File: config.mk
export PLATFORM = sky130hd
export DESIGN_NAME = tpec_counter
export DESIGN_NICKNAME = d
export VERILOG_FILES = /design/src/inc/tpec_pkg.sv /design/src/hdl/tpec_pin_sync.sv /design/src/hdl/tpec_counter.sv
export VERILOG_INCLUDE_DIRS = /design/src /design/src/inc
export SDC_FILE = /design/constraint.sdc
export NUM_CORES = 1
export LEC_CHECK = 0
export ABC_AREA = 1
export BUFFER_PORTS_ARGS = -buffer_cell sky130_fd_sc_hd__buf_2
export CORE_ASPECT_RATIO = 2
export CORE_UTILIZATION = 50
export CTS_CLUSTER_DIAMETER = 30
export DETAILED_ROUTE_END_ITERATION = 8
export HOLD_SLACK_MARGIN = 0.02
export PLACE_DENSITY = 0.74
export RECOVER_POWER = 25
export SYNTH_ARGS = -nofsm -noshare
export SYNTH_HDL_FRONTEND = slang
export SYNTH_SLANG_ARGS = --single-unit
File: constraint.sdc
create_clock -name clk_i -period 2.9 [get_ports clk_i]
set_input_delay 0.145 -clock clk_i [delete_from_list [all_inputs] [get_ports clk_i]]
set_output_delay 0.145 -clock clk_i [all_outputs]
set_load 0.02 [all_outputs]
File: src/inc/tpec_defines.svh
// Register offsets, field positions, reset values of the event counter.
// Assumes a 32-bit Avalon-MM slave port with byte addresses.
`ifndef TPEC_DEFINES_SVH
`define TPEC_DEFINES_SVH

// Byte offsets of the registers
`define TPEC_OFS_START 8'h00
`define TPEC_OFS_COUNT 8'h04
`define TPEC_OFS_MODE 8'h08
`define TPEC_OFS_TRIG 8'h0C
`define TPEC_OFS_STAT 8'h10
`define TPEC_OFS_MASK 8'h14

// count_start_flag_reg fields
`define TPEC_START_BIT 0

// channel2_mode_reg fields
`define TPEC_MODE_FREE 0
`define TPEC_MODE_TWO_PH 1
`define TPEC_MODE_UD_PIN 2
`define TPEC_MODE_SW_DOWN 3
`define TPEC_MODE_FALL_EDGE 4
`define TPEC_MODE_W 5

// trigger_select_reg fields
`define TPEC_TRIG_LO 0
`define TPEC_TRIG_HI 1

// Status and mask fields
`define TPEC_ST_OVF 0
`define TPEC_ST_UNF 1
`define TPEC_ST_W 2

// Reset values and counter limits
`define TPEC_MODE_RST 5'h00
`define TPEC_TRIG_RST 2'h0
`define TPEC_CNT_RST 16'h0000
`define TPEC_CNT_MAX 16'hFFFF
`define TPEC_CNT_MIN 16'h0000
`define TPEC_CNT_ONE 16'h0001
`define TPEC_WORD_ZERO 32'h0000_0000

`endif

File: src/inc/tpec_pkg.sv
// Types shared by the event counter design files.
// Assumes tpec_defines.svh supplies the numeric constants.
package tpec_pkg;
  typedef logic [7:0] tpec_addr_t;
  typedef logic [31:0] tpec_word_t;
  typedef logic [15:0] tpec_cnt_t;
  // Count source, ordered as the two trigger select bits encode it
  typedef enum logic [1:0] {
    SRC_PIN,
    SRC_ADJ_LO,
    SRC_ADJ_HI,
    SRC_GRP2
  } tpec_src_t;
endpackage : tpec_pkg

File: src/hdl/tpec_pin_sync.sv
// Three-stage pin synchroniser with agreement filter, one per pin.
// Assumes asynchronous pin inputs and the single system clock.
`timescale 1ns/1ps
module tpec_pin_sync #(
  parameter int W = 2
) (
  // Clock and reset
  input wire logic clk_i,
  input wire logic srst_i,
  // Pins and filtered levels
  input wire logic [W-1:0] pin_i,
  output logic [W-1:0] level_o
);
  import tpec_pkg::*;

  genvar g;
  generate
    for (g = 0; g < W; g++)
    begin : g_bit
      logic s1;
      logic s2;
      logic s3;
      wire agree = (s2 == s3);
      always_ff @(posedge clk_i)
      begin
        s1 <= pin_i[g];
        s2 <= s1;
        s3 <= s2;
      end
      // Level follows only once second and third stages agree
      always_ff @(posedge clk_i)
      begin
        if (srst_i)
          level_o[g] <= 1'b0;
        else if (agree)
          level_o[g] <= s3;
      end
    end
  endgenerate
endmodule : tpec_pin_sync

File: src/hdl/tpec_counter.sv
// 16-bit event counter channel with two-phase decoding, Avalon-MM slave.
// Assumes pins asynchronous, neighbour timer events one-cycle pulses
// on clk_i.
`timescale 1ns/1ps
`include "tpec_defines.svh"

module tpec_counter (
  // Clock and reset
  input wire logic clk_i,
  input wire logic srst_i,
  // Avalon-MM slave
  input wire tpec_pkg::tpec_addr_t avs_address_i,
  input wire logic avs_read_i,
  input wire logic avs_write_i,
  input wire logic [3:0] avs_byteenable_i,
  input wire tpec_pkg::tpec_word_t avs_writedata_i,
  output tpec_pkg::tpec_word_t avs_readdata_o,
  output logic avs_waitrequest_o,
  // Pins: phase a and phase b in two-phase mode
  input wire logic timer_in_pin_i,
  input wire logic timer_out_pin_i,
  // Overflow or underflow pulses of other timers
  input wire logic adj_lo_ev_i,
  input wire logic adj_hi_ev_i,
  input wire logic grp2_ev_i,
  // Interrupt
  output logic irq_o
);
  import tpec_pkg::*;

  // Register state
  logic run;
  logic [`TPEC_MODE_W-1:0] mode;
  logic [1:0] trig_sel;
  tpec_cnt_t cnt;
  tpec_cnt_t reload;
  logic first_seen;
  logic [`TPEC_ST_W-1:0] status;
  logic [`TPEC_ST_W-1:0] mask;
  logic [1:0] pin_q;

  // Pin synchroniser
  logic [1:0] pin_lvl;
  tpec_pin_sync #(
    .W(2)
  ) u_sync (
    .clk_i(clk_i),
    .srst_i(srst_i),
    .pin_i({timer_out_pin_i, timer_in_pin_i}),
    .level_o(pin_lvl)
  );

  // Bus decode
  wire bus_req = avs_read_i | avs_write_i;
  wire acc = bus_req & ~avs_waitrequest_o;
  wire wr_acc = acc & avs_write_i;
  wire rd_take = avs_read_i & avs_waitrequest_o;
  wire sel_start = (avs_address_i == `TPEC_OFS_START);
  wire sel_count = (avs_address_i == `TPEC_OFS_COUNT);
  wire sel_mode = (avs_address_i == `TPEC_OFS_MODE);
  wire sel_trig = (avs_address_i == `TPEC_OFS_TRIG);
  wire sel_stat = (avs_address_i == `TPEC_OFS_STAT);
  wire sel_mask = (avs_address_i == `TPEC_OFS_MASK);
  wire [31:0] be_mask = {{8{avs_byteenable_i[3]}},
                         {8{avs_byteenable_i[2]}},
                         {8{avs_byteenable_i[1]}},
                         {8{avs_byteenable_i[0]}}};
  wire [31:0] wd = avs_writedata_i & be_mask;
  wire wr_start = wr_acc & sel_start & avs_byteenable_i[0];
  wire wr_count = wr_acc & sel_count;
  wire wr_mode = wr_acc & sel_mode & avs_byteenable_i[0];
  wire wr_trig = wr_acc & sel_trig & avs_byteenable_i[0];
  wire wr_stat = wr_acc & sel_stat & avs_byteenable_i[0];
  wire wr_mask = wr_acc & sel_mask & avs_byteenable_i[0];
  wire tpec_cnt_t wr_cnt_val = (reload & ~be_mask[15:0]) | wd[15:0];

  // Mode fields
  wire free_run = mode[`TPEC_MODE_FREE];
  wire two_ph = mode[`TPEC_MODE_TWO_PH];
  wire ud_pin = mode[`TPEC_MODE_UD_PIN];
  wire sw_down = mode[`TPEC_MODE_SW_DOWN];
  wire fall_edge = mode[`TPEC_MODE_FALL_EDGE];
  wire tpec_src_t src = tpec_src_t'(trig_sel);

  // Pin edges
  wire phase_a = pin_lvl[0];
  wire phase_b = pin_lvl[1];
  wire a_rise = phase_a & ~pin_q[0];
  wire a_fall = ~phase_a & pin_q[0];
  wire pin_edge = fall_edge ? a_fall : a_rise;

  // Two-phase decode, direction from phase relation
  wire tp_ev = phase_b & (a_rise | a_fall);
  wire tp_up = a_rise;

  // Single-phase source select and direction
  logic sp_ev;
  always_comb
  begin
    case (src)
      SRC_PIN: sp_ev = pin_edge;
      SRC_ADJ_LO: sp_ev = adj_lo_ev_i;
      SRC_ADJ_HI: sp_ev = adj_hi_ev_i;
      SRC_GRP2: sp_ev = grp2_ev_i;
      default: sp_ev = 1'b0;
    endcase
  end
  wire pin_dir = ud_pin & (src == SRC_PIN);
  wire sp_up = pin_dir ? phase_b : ~sw_down;

  wire ev_src = two_ph ? tp_ev : sp_ev;
  wire cnt_up = two_ph ? tp_up : sp_up;
  wire cnt_ev = run & ev_src;
  wire at_max = (cnt == `TPEC_CNT_MAX);
  wire at_min = (cnt == `TPEC_CNT_MIN);
  wire ovf = cnt_ev & cnt_up & at_max;
  wire unf = cnt_ev & ~cnt_up & at_min;

  // Next counter value
  tpec_cnt_t next_cnt;
  always_comb
  begin
    next_cnt = cnt;
    if (cnt_ev)
    begin
      if (ovf)
        next_cnt = free_run ? `TPEC_CNT_MIN : reload;
      else if (unf)
        next_cnt = free_run ? `TPEC_CNT_MAX : reload;
      else if (cnt_up)
        next_cnt = cnt + `TPEC_CNT_ONE;
      else
        next_cnt = cnt - `TPEC_CNT_ONE;
    end
    else if (wr_count & ~first_seen)
      next_cnt = wr_cnt_val;
  end

  // Sticky status, set wins over write-one-to-clear
  wire [`TPEC_ST_W-1:0] st_set = {unf, ovf};
  wire [`TPEC_ST_W-1:0] st_clr = wr_stat ? wd[`TPEC_ST_W-1:0] : '0;
  wire [`TPEC_ST_W-1:0] next_status = (status & ~st_clr) | st_set;

  // Read mux
  tpec_word_t rd_val;
  always_comb
  begin
    rd_val = `TPEC_WORD_ZERO;
    if (sel_start)
      rd_val[`TPEC_START_BIT] = run;
    else if (sel_count)
      rd_val[15:0] = cnt;
    else if (sel_mode)
      rd_val[`TPEC_MODE_W-1:0] = mode;
    else if (sel_trig)
      rd_val[1:0] = trig_sel;
    else if (sel_stat)
      rd_val[`TPEC_ST_W-1:0] = status;
    else if (sel_mask)
      rd_val[`TPEC_ST_W-1:0] = mask;
  end

  // Bus handshake: one wait cycle per request
  always_ff @(posedge clk_i)
  begin
    if (srst_i)
    begin
      avs_waitrequest_o <= 1'b1;
      avs_readdata_o <= `TPEC_WORD_ZERO;
    end
    else
    begin
      avs_waitrequest_o <= ~(bus_req & avs_waitrequest_o);
      if (rd_take)
        avs_readdata_o <= rd_val;
    end
  end

  // Control registers
  always_ff @(posedge clk_i)
  begin
    if (srst_i)
    begin
      run <= 1'b0;
      mode <= `TPEC_MODE_RST;
      trig_sel <= `TPEC_TRIG_RST;
      mask <= '0;
    end
    else
    begin
      if (wr_start)
        run <= wd[`TPEC_START_BIT];
      if (wr_mode)
        mode <= wd[`TPEC_MODE_W-1:0];
      if (wr_trig)
        trig_sel <= wd[1:0];
      if (wr_mask)
        mask <= wd[`TPEC_ST_W-1:0];
    end
  end

  // Counter, reload and first-event tracking
  always_ff @(posedge clk_i)
  begin
    if (srst_i)
    begin
      cnt <= `TPEC_CNT_RST;
      reload <= `TPEC_CNT_RST;
      first_seen <= 1'b0;
      pin_q <= 2'b00;
    end
    else
    begin
      cnt <= next_cnt;
      pin_q <= pin_lvl;
      if (wr_count)
        reload <= wr_cnt_val;
      if (~run | (wr_start & ~wd[`TPEC_START_BIT]))
        first_seen <= 1'b0;
      else if (cnt_ev)
        first_seen <= 1'b1;
    end
  end

  // Interrupt state
  always_ff @(posedge clk_i)
  begin
    if (srst_i)
    begin
      status <= '0;
      irq_o <= 1'b0;
    end
    else
    begin
      status <= next_status;
      irq_o <= |(next_status & mask);
    end
  end
endmodule : tpec_counter

# Yosys cells after proc, flatten, opt, wreduce, memory -nomap -nowiden
# Cells that the tools add are included.
[totals]
register_bits = 72
latchBits = 0
ram_bits = 0
rom_bits = 0
inputBits = 53
output_inout_bits = 34
word_cells = 107
memories = 0
[op_classes]
addsub = 2
n_mul = 0
n_div = 0
order_cmp = 0
n_eq_ne = 11
n_shift = 0
mux = 22
bitwise = 46
n_reduce_logical = 6
[op_table]
columns = ["cell", "count"]
rows = [
  ["$mux 16", 7],
  ["$and 16x16->16", 2],
  ["$and 1x1->1", 26],
  ["$add 16x1->16 const B", 1],
  ["$eq 16x16->1 const B", 1],
  ["$eq 8x4->1 const B", 2],
  ["$eq 8x5->1 const B", 2],
  ["$logic_not 16->1", 1],
  ["$not 16->16", 1],
  ["$or 16x16->16", 1],
  ["$sub 16x1->16 const B", 1],
  ["$mux 15", 1],
  ["$mux 11", 1],
  ["$mux 2", 5],
  ["$not 1->1", 9],
  ["$eq 8x3->1 const B", 1],
  ["$logic_not 8->1", 1],
  ["$mux 1", 5],
  ["$mux 5", 1],
  ["$and 2x2->2", 2],
  ["$eq 2x2->1 const B", 2],
  ["$pmux 1 s4", 1],
  ["$reduce_or 2->1", 2],
  ["$mux 3", 1],
  ["other kinds (7)", 10],
]

# Logic depth before layout (Yosys ltp)
[depth]
depth_word = 11
ltp_mapped = 22
mapped_depth_nobuf = 21

# Modules after synthesis
# A second synthesis with hierarchy kept.
[unflattened]
cells_unflattened = 724
area_unflattened_um2 = 4822.1
[by_module_without_submodules]
columns = ["mod", "instances", "cells_per_inst", "area_per_inst_um2", "seq_area_each_um2"]
rows = [
  ["tpec_counter", 1, 709, 4630.7, 1281.2],
  ["tpec_pin_sync", 1, 15, 191.4, 160.2],
]

# Least setup slack after synthesis
# Ideal clock, no wire load.
[synth_path]
kind = "reg-to-reg"
from = "register pin_q[0]"
to = "register cnt[14]"
setup_time_ns = 0.122
arrival_ns = 2.029
t_required_ns = 2.778
setup_slack_ns = 0.749
stages_incl_launch_ff = 23
path_buffers = 1
synth_period_minus_slack_ns = 2.151
cell_sequence = "dfxtp_1 -> inv_1 -> ha_1 -> inv_1 -> nand2_1 -> nand2_4 -> buf_6 -> nand2_2 -> nand2_1 -> inv_1 -> ha_1 -> inv_1 -> nand2_2 -> nand3_1 -> nand2_2 -> nand2_1 -> nand2_1 -> nand2_1 -> nand3_1 -> nand2_1 -> nand2_1 -> nand2_1 -> a21oi_2"
[synth_via]
elab_chain_len = 11
word_cells_on_any_way = 20
cone_classes = "8 x mux; 11 x bitwise; 1 x reduce/logical"
[synth_lines]
columns = ["item", "line", "source"]
rows = [
  ["start, declared", "tpec_counter.sv:40", "logic [1:0] pin_q;"],
  ["start signal, assigned", "tpec_counter.sv:215", "pin_q <= pin_lvl;"],
  ["$not 1->1", "tpec_counter.sv:88", "wire a_rise = phase_a & ~pin_q[0];"],
  ["$and 1x1->1", "tpec_counter.sv:88", ""],
  ["$mux 1 or $or 1x1->1 (tied branches)", "tpec_counter.sv:90, tpec_counter.sv:93", ""],
  ["$pmux 1 s4 or $and 1x1->1 (tied branches)", "tpec_counter.sv:100, tpec_counter.sv:93", ""],
  ["$mux 1", "tpec_counter.sv:111", "wire ev_src = two_ph ? tp_ev : sp_ev;"],
  ["$and 1x1->1", "tpec_counter.sv:113", "wire cnt_ev = run & ev_src;"],
  ["$and 1x1->1 (2 in a row)", "tpec_counter.sv:117", "wire unf = cnt_ev & ~cnt_up & at_min;"],
  ["$mux 16", "tpec_counter.sv:128", "else if (unf)"],
  ["$mux 16", "tpec_counter.sv:126", "if (ovf)"],
  ["$mux 16", "tpec_counter.sv:124", "if (cnt_ev)"],
  ["end signal, assigned", "tpec_counter.sv:207", "cnt <= `TPEC_CNT_RST;"],
  ["end signal, assigned", "tpec_counter.sv:214", "cnt <= next_cnt;"],
  ["end, declared", "tpec_counter.sv:35", "tpec_cnt_t cnt;"],
]
# Several ways; a longest one is shown, not always the timed one.
# A chain may end at the register's enable or synchronous reset.

# Final worst setup path
[layout_path]
from = "register trig_sel[1] (netlist: src[1])"
to = "register cnt[8]"
[layout_via]
elab_chain_len = 10
word_cells_on_any_way = 20
cone_classes = "3 x eq/ne; 8 x mux; 7 x bitwise; 2 x reduce/logical"
[layout_lines]
columns = ["item", "line", "source"]
rows = [
  ["start, declared", "tpec_counter.sv:34", "logic [1:0] trig_sel;"],
  ["start signal, assigned", "tpec_counter.sv:186", "trig_sel <= `TPEC_TRIG_RST;"],
  ["start signal, assigned", "tpec_counter.sv:196", "trig_sel <= wd[1:0];"],
  ["branches (longest 10 deep; another with $mux 16)", "n/a", ""],
]
# Several ways; the timed one is not identified.

==> flow_metrics.env <==
export IMPL_fin_skew_ns=0.008393
export IMPL_async_flop_share_pct=0
export IMPL_synth_cell_types=49
export IMPL_dp_hpwl_mm=11.36
export IMPL_clk_latency_ns=0.34
export IMPL_hold_path_depth=2
export IMPL_core_um2=9012
export IMPL_final_setup_tns_ns=0
export IMPL_r2r_slack_ns=0.40
export IMPL_tightest_slew_ns=1.033
export IMPL_synth_commonest_cells="176 x nand2_1, 79 x inv_1, 72 x dfxtp_1"
export IMPL_io_pin_count=87
export IMPL_synth_most_common_cell="nand2_1"
export IMPL_drv_cap=0
export IMPL_cp_end_kind="flip-flop"
export IMPL_clk_pin_slew_ns=0.06
export IMPL_wl_mm=14.68
export IMPL_nets=823
export IMPL_cts_resized=0
export IMPL_syn_cell_area_um2=4676
export IMPL_final_area_um2=5255
export IMPL_drive_gt1_share_pct=14.90
export IMPL_grt_max_degree=39
export IMPL_antenna_found_initial=0
export IMPL_cts_hold_buf=2
export IMPL_power_leakage_uw=0.002274
export IMPL_tritoncts="built"
export IMPL_ys_seq_elements=72
export IMPL_syn_area_per_cell_um2=6.503
export IMPL_vias=4967
export IMPL_synth_top_area_share_pct=30.83
export IMPL_holdPathEnd="avs_waitrequest_o"
export IMPL_crit_arrival_ns=2.72
export IMPL_die_area_um2=9766
export IMPL_syn_to_final_growth_pct=12.39
export IMPL_gr_total_overflow=0
export IMPL_status="finished clean"
export IMPL_grt_pass1_vias=4820
export IMPL_rr_worst_depth=21
export IMPL_ir_drop_v=0.0004089
export IMPL_synth_edf_count=0
export IMPL_synth_cells=719
export IMPL_drtPass1Iterations=6
export IMPL_power_density_nw_per_um2=429.7
export IMPL_placed_cells=856
export IMPL_die_x_um=70.38
export IMPL_cp_max_fo=25
export IMPL_start_util_pct=51.88
export IMPL_holdCritPathClass="in -> reg"
export IMPL_cp_start_kind="flip-flop"
export IMPL_grtUsageTotal_pct=30.83
export IMPL_slew_violations=0
export IMPL_yosysWarnings=0
export IMPL_portBuffers=52
export IMPL_clockRootBuffer="clkbuf_16"
export IMPL_yosysSeqAreaShare_pct=30.83
export IMPL_layoutNonFillerInstCount=874
export IMPL_grt_pass1_wl_mm=23.37
export IMPL_drc=0
export IMPL_die_height_um=138.8
export IMPL_diodes=0
export IMPL_via_per_inst=5.683
export IMPL_regToRegStartpoint="src[1]"
export IMPL_crit_required_ns=3.12
export IMPL_slew_headroom_pct=31.08
export IMPL_setup_viol=0
export IMPL_synth_top_area_cell="dfxtp_1"
export IMPL_clock_path_buffers=2
export IMPL_rsz0062_at_grt="false"
export IMPL_post_cts_buffers=0
export IMPL_fmax_ghz=0.3995
export IMPL_antenna_left=0
export IMPL_min_period_ns=2.503
export IMPL_htree_levels=3
export IMPL_wl_per_cell_um=16.80
export IMPL_hold_viol=0
export IMPL_ys_flop_type="dfxtp_1"
export IMPL_hold_start="avs_write_i"
export IMPL_clock_sinks=72
export IMPL_r2r_end="cnt[8]"
export IMPL_first_iter_violations=249
export IMPL_total_power_uw=2258
export IMPL_place_gp_congestion=0.9469
export IMPL_postPlaceCellArea_um2=4956
export IMPL_cts_buffers=9
export IMPL_finalCritPeriodShare_pct=86.31
export IMPL_placementRows=49
export IMPL_hold_ws_ns=0.03352
export IMPL_crit_type="reg -> reg"
export IMPL_yosys_top_cells_area="dfxtp_1 31%, nand2_1 14%, a21oi_1 7.4%, inv_1 6.3%, o21ai_0 6.2%"
==> placed cells by master (no fill, tap or decap), drive strengths merged, types with 2 or more instances in the layout <==
cell / count
a211oi: 8
a21oi: 74
a22oi: 2
a31oi: 5
buf: 53
clkbuf: 25
clkinv: 4
conb: 16
dfxtp: 72
dlygate4sd3: 2
ha: 3
inv: 85
mux2i: 4
nand2: 197
nand3: 39
nand3b: 3
nand4: 10
nor2: 61
nor3: 6
nor4: 7
o211ai: 5
o21ai: 65
o22ai: 3
o311ai: 3
o31ai: 2
o41ai: 5
xor2: 5
==> logic make-up (layout without fill, tap and decap cells) <==
family | count (synthesis) | count (layout) | share of synthesized area, %
xor gates and xnor gates | 6 | 6 | 1.124
adders and majority gates | 3 | 3 | 0.8029
buffers and inverters | 133 | 171 | 12.90
and+or+nand+nor | 323 | 323 | 31.71
AOI/OAI and AO/OA | 177 | 177 | 21.70
DFF | 72 | 72 | 30.83
muxes | 4 | 4 | 0.8563
other | 1 | 16 | 0.08020
==> worst max path at each step <==
stage / from / cells past startpoint / endpoint / slack, ns
2_1_floorplan: pin_q[0] / 22 / cnt[14] / 0.75
3_3_place_gp: src[1] / 21 / cnt[12] / 0.47
3_5_place_dp: src[1] / 21 / cnt[14] / 0.44
4_1_cts: src[1] / 21 / cnt[14] / 0.42
5_1_grt: src[1] / 21 / cnt[8] / 0.11
6_report: src[1] / 21 / cnt[8] / 0.40
==> metal layers <==
metal | wire length (um) | vias to the layer above | GRT usage [%]
li1 | - | 2449 | -
met1 | 5009 | 2259 | 29.12
met2 | 7874 | 191 | 57.09
met3 | 621 | 68 | 4.724
met4 | 1178 | 0 | 23.58
met5 | 0 | - | 0
==> worst max-delay path, stage by stage (launching register included) <==
cell and delay [ns]:
dfxtp_1 0.35, nor2_4 0.17, nand2_2 0.09, nand2_2 0.09
nand3_4 0.13, nand2_4 0.30, nand2_2 0.10, nand2_1 0.08
inv_1 0.04, ha_1 0.16, inv_1 0.06, nand2_2 0.07
nand2_1 0.07, nand2_1 0.09, nand2_1 0.11, o21ai_2 0.06
nand2_1 0.05, nand3_1 0.11, nand2_1 0.10, nand2_1 0.05
nand2_1 0.05, a21oi_1 0.05
==> power by group <==
group	leakage (uW)	switching, uW	internal (uW)
sequential	0.000583	5.61	997
combinational	0.00155	90.7	40.4
clock	0.000143	454	671
total	0.00227	550	1710
==> state kept, by name (all words and copies together) (netlist names), 2 cells and up <==
register / count
u_sync.g_bit.s2: 2
u_sync.g_bit.s1: 2
u_sync.level_o: 2
avs_readdata_o: 16
u_sync.g_bit.s3: 2
cnt: 16
mask: 2
status: 2
reload: 16
src: 2
mode: 5
==> cell type report <==
| cell class | instances | area [um2] |
|---|---|---|
| inverters | 85 | 319.1 |
| repair buffers | 70 | 381.6 |
| clock inverters | 6 | 68.82 |
| fillers | 909 | 3757 |
| clock buffers | 10 | 229.0 |
| flip-flops and latches | 72 | 1441 |
| multi-input cells | 529 | 2688 |
| well taps | 102 | 127.6 |
==> stage by stage <==
stage,worst slack (ns),util [%]
2_1_floorplan,0.7493,-
3_3_place_gp,0.4686,54.99
3_5_place_dp,0.4405,54.99
4_1_cts,0.4238,58.52
5_1_grt,0.1118,58.31
6_report,0.3970,58.31
Power figures use the tool's default switching activity.
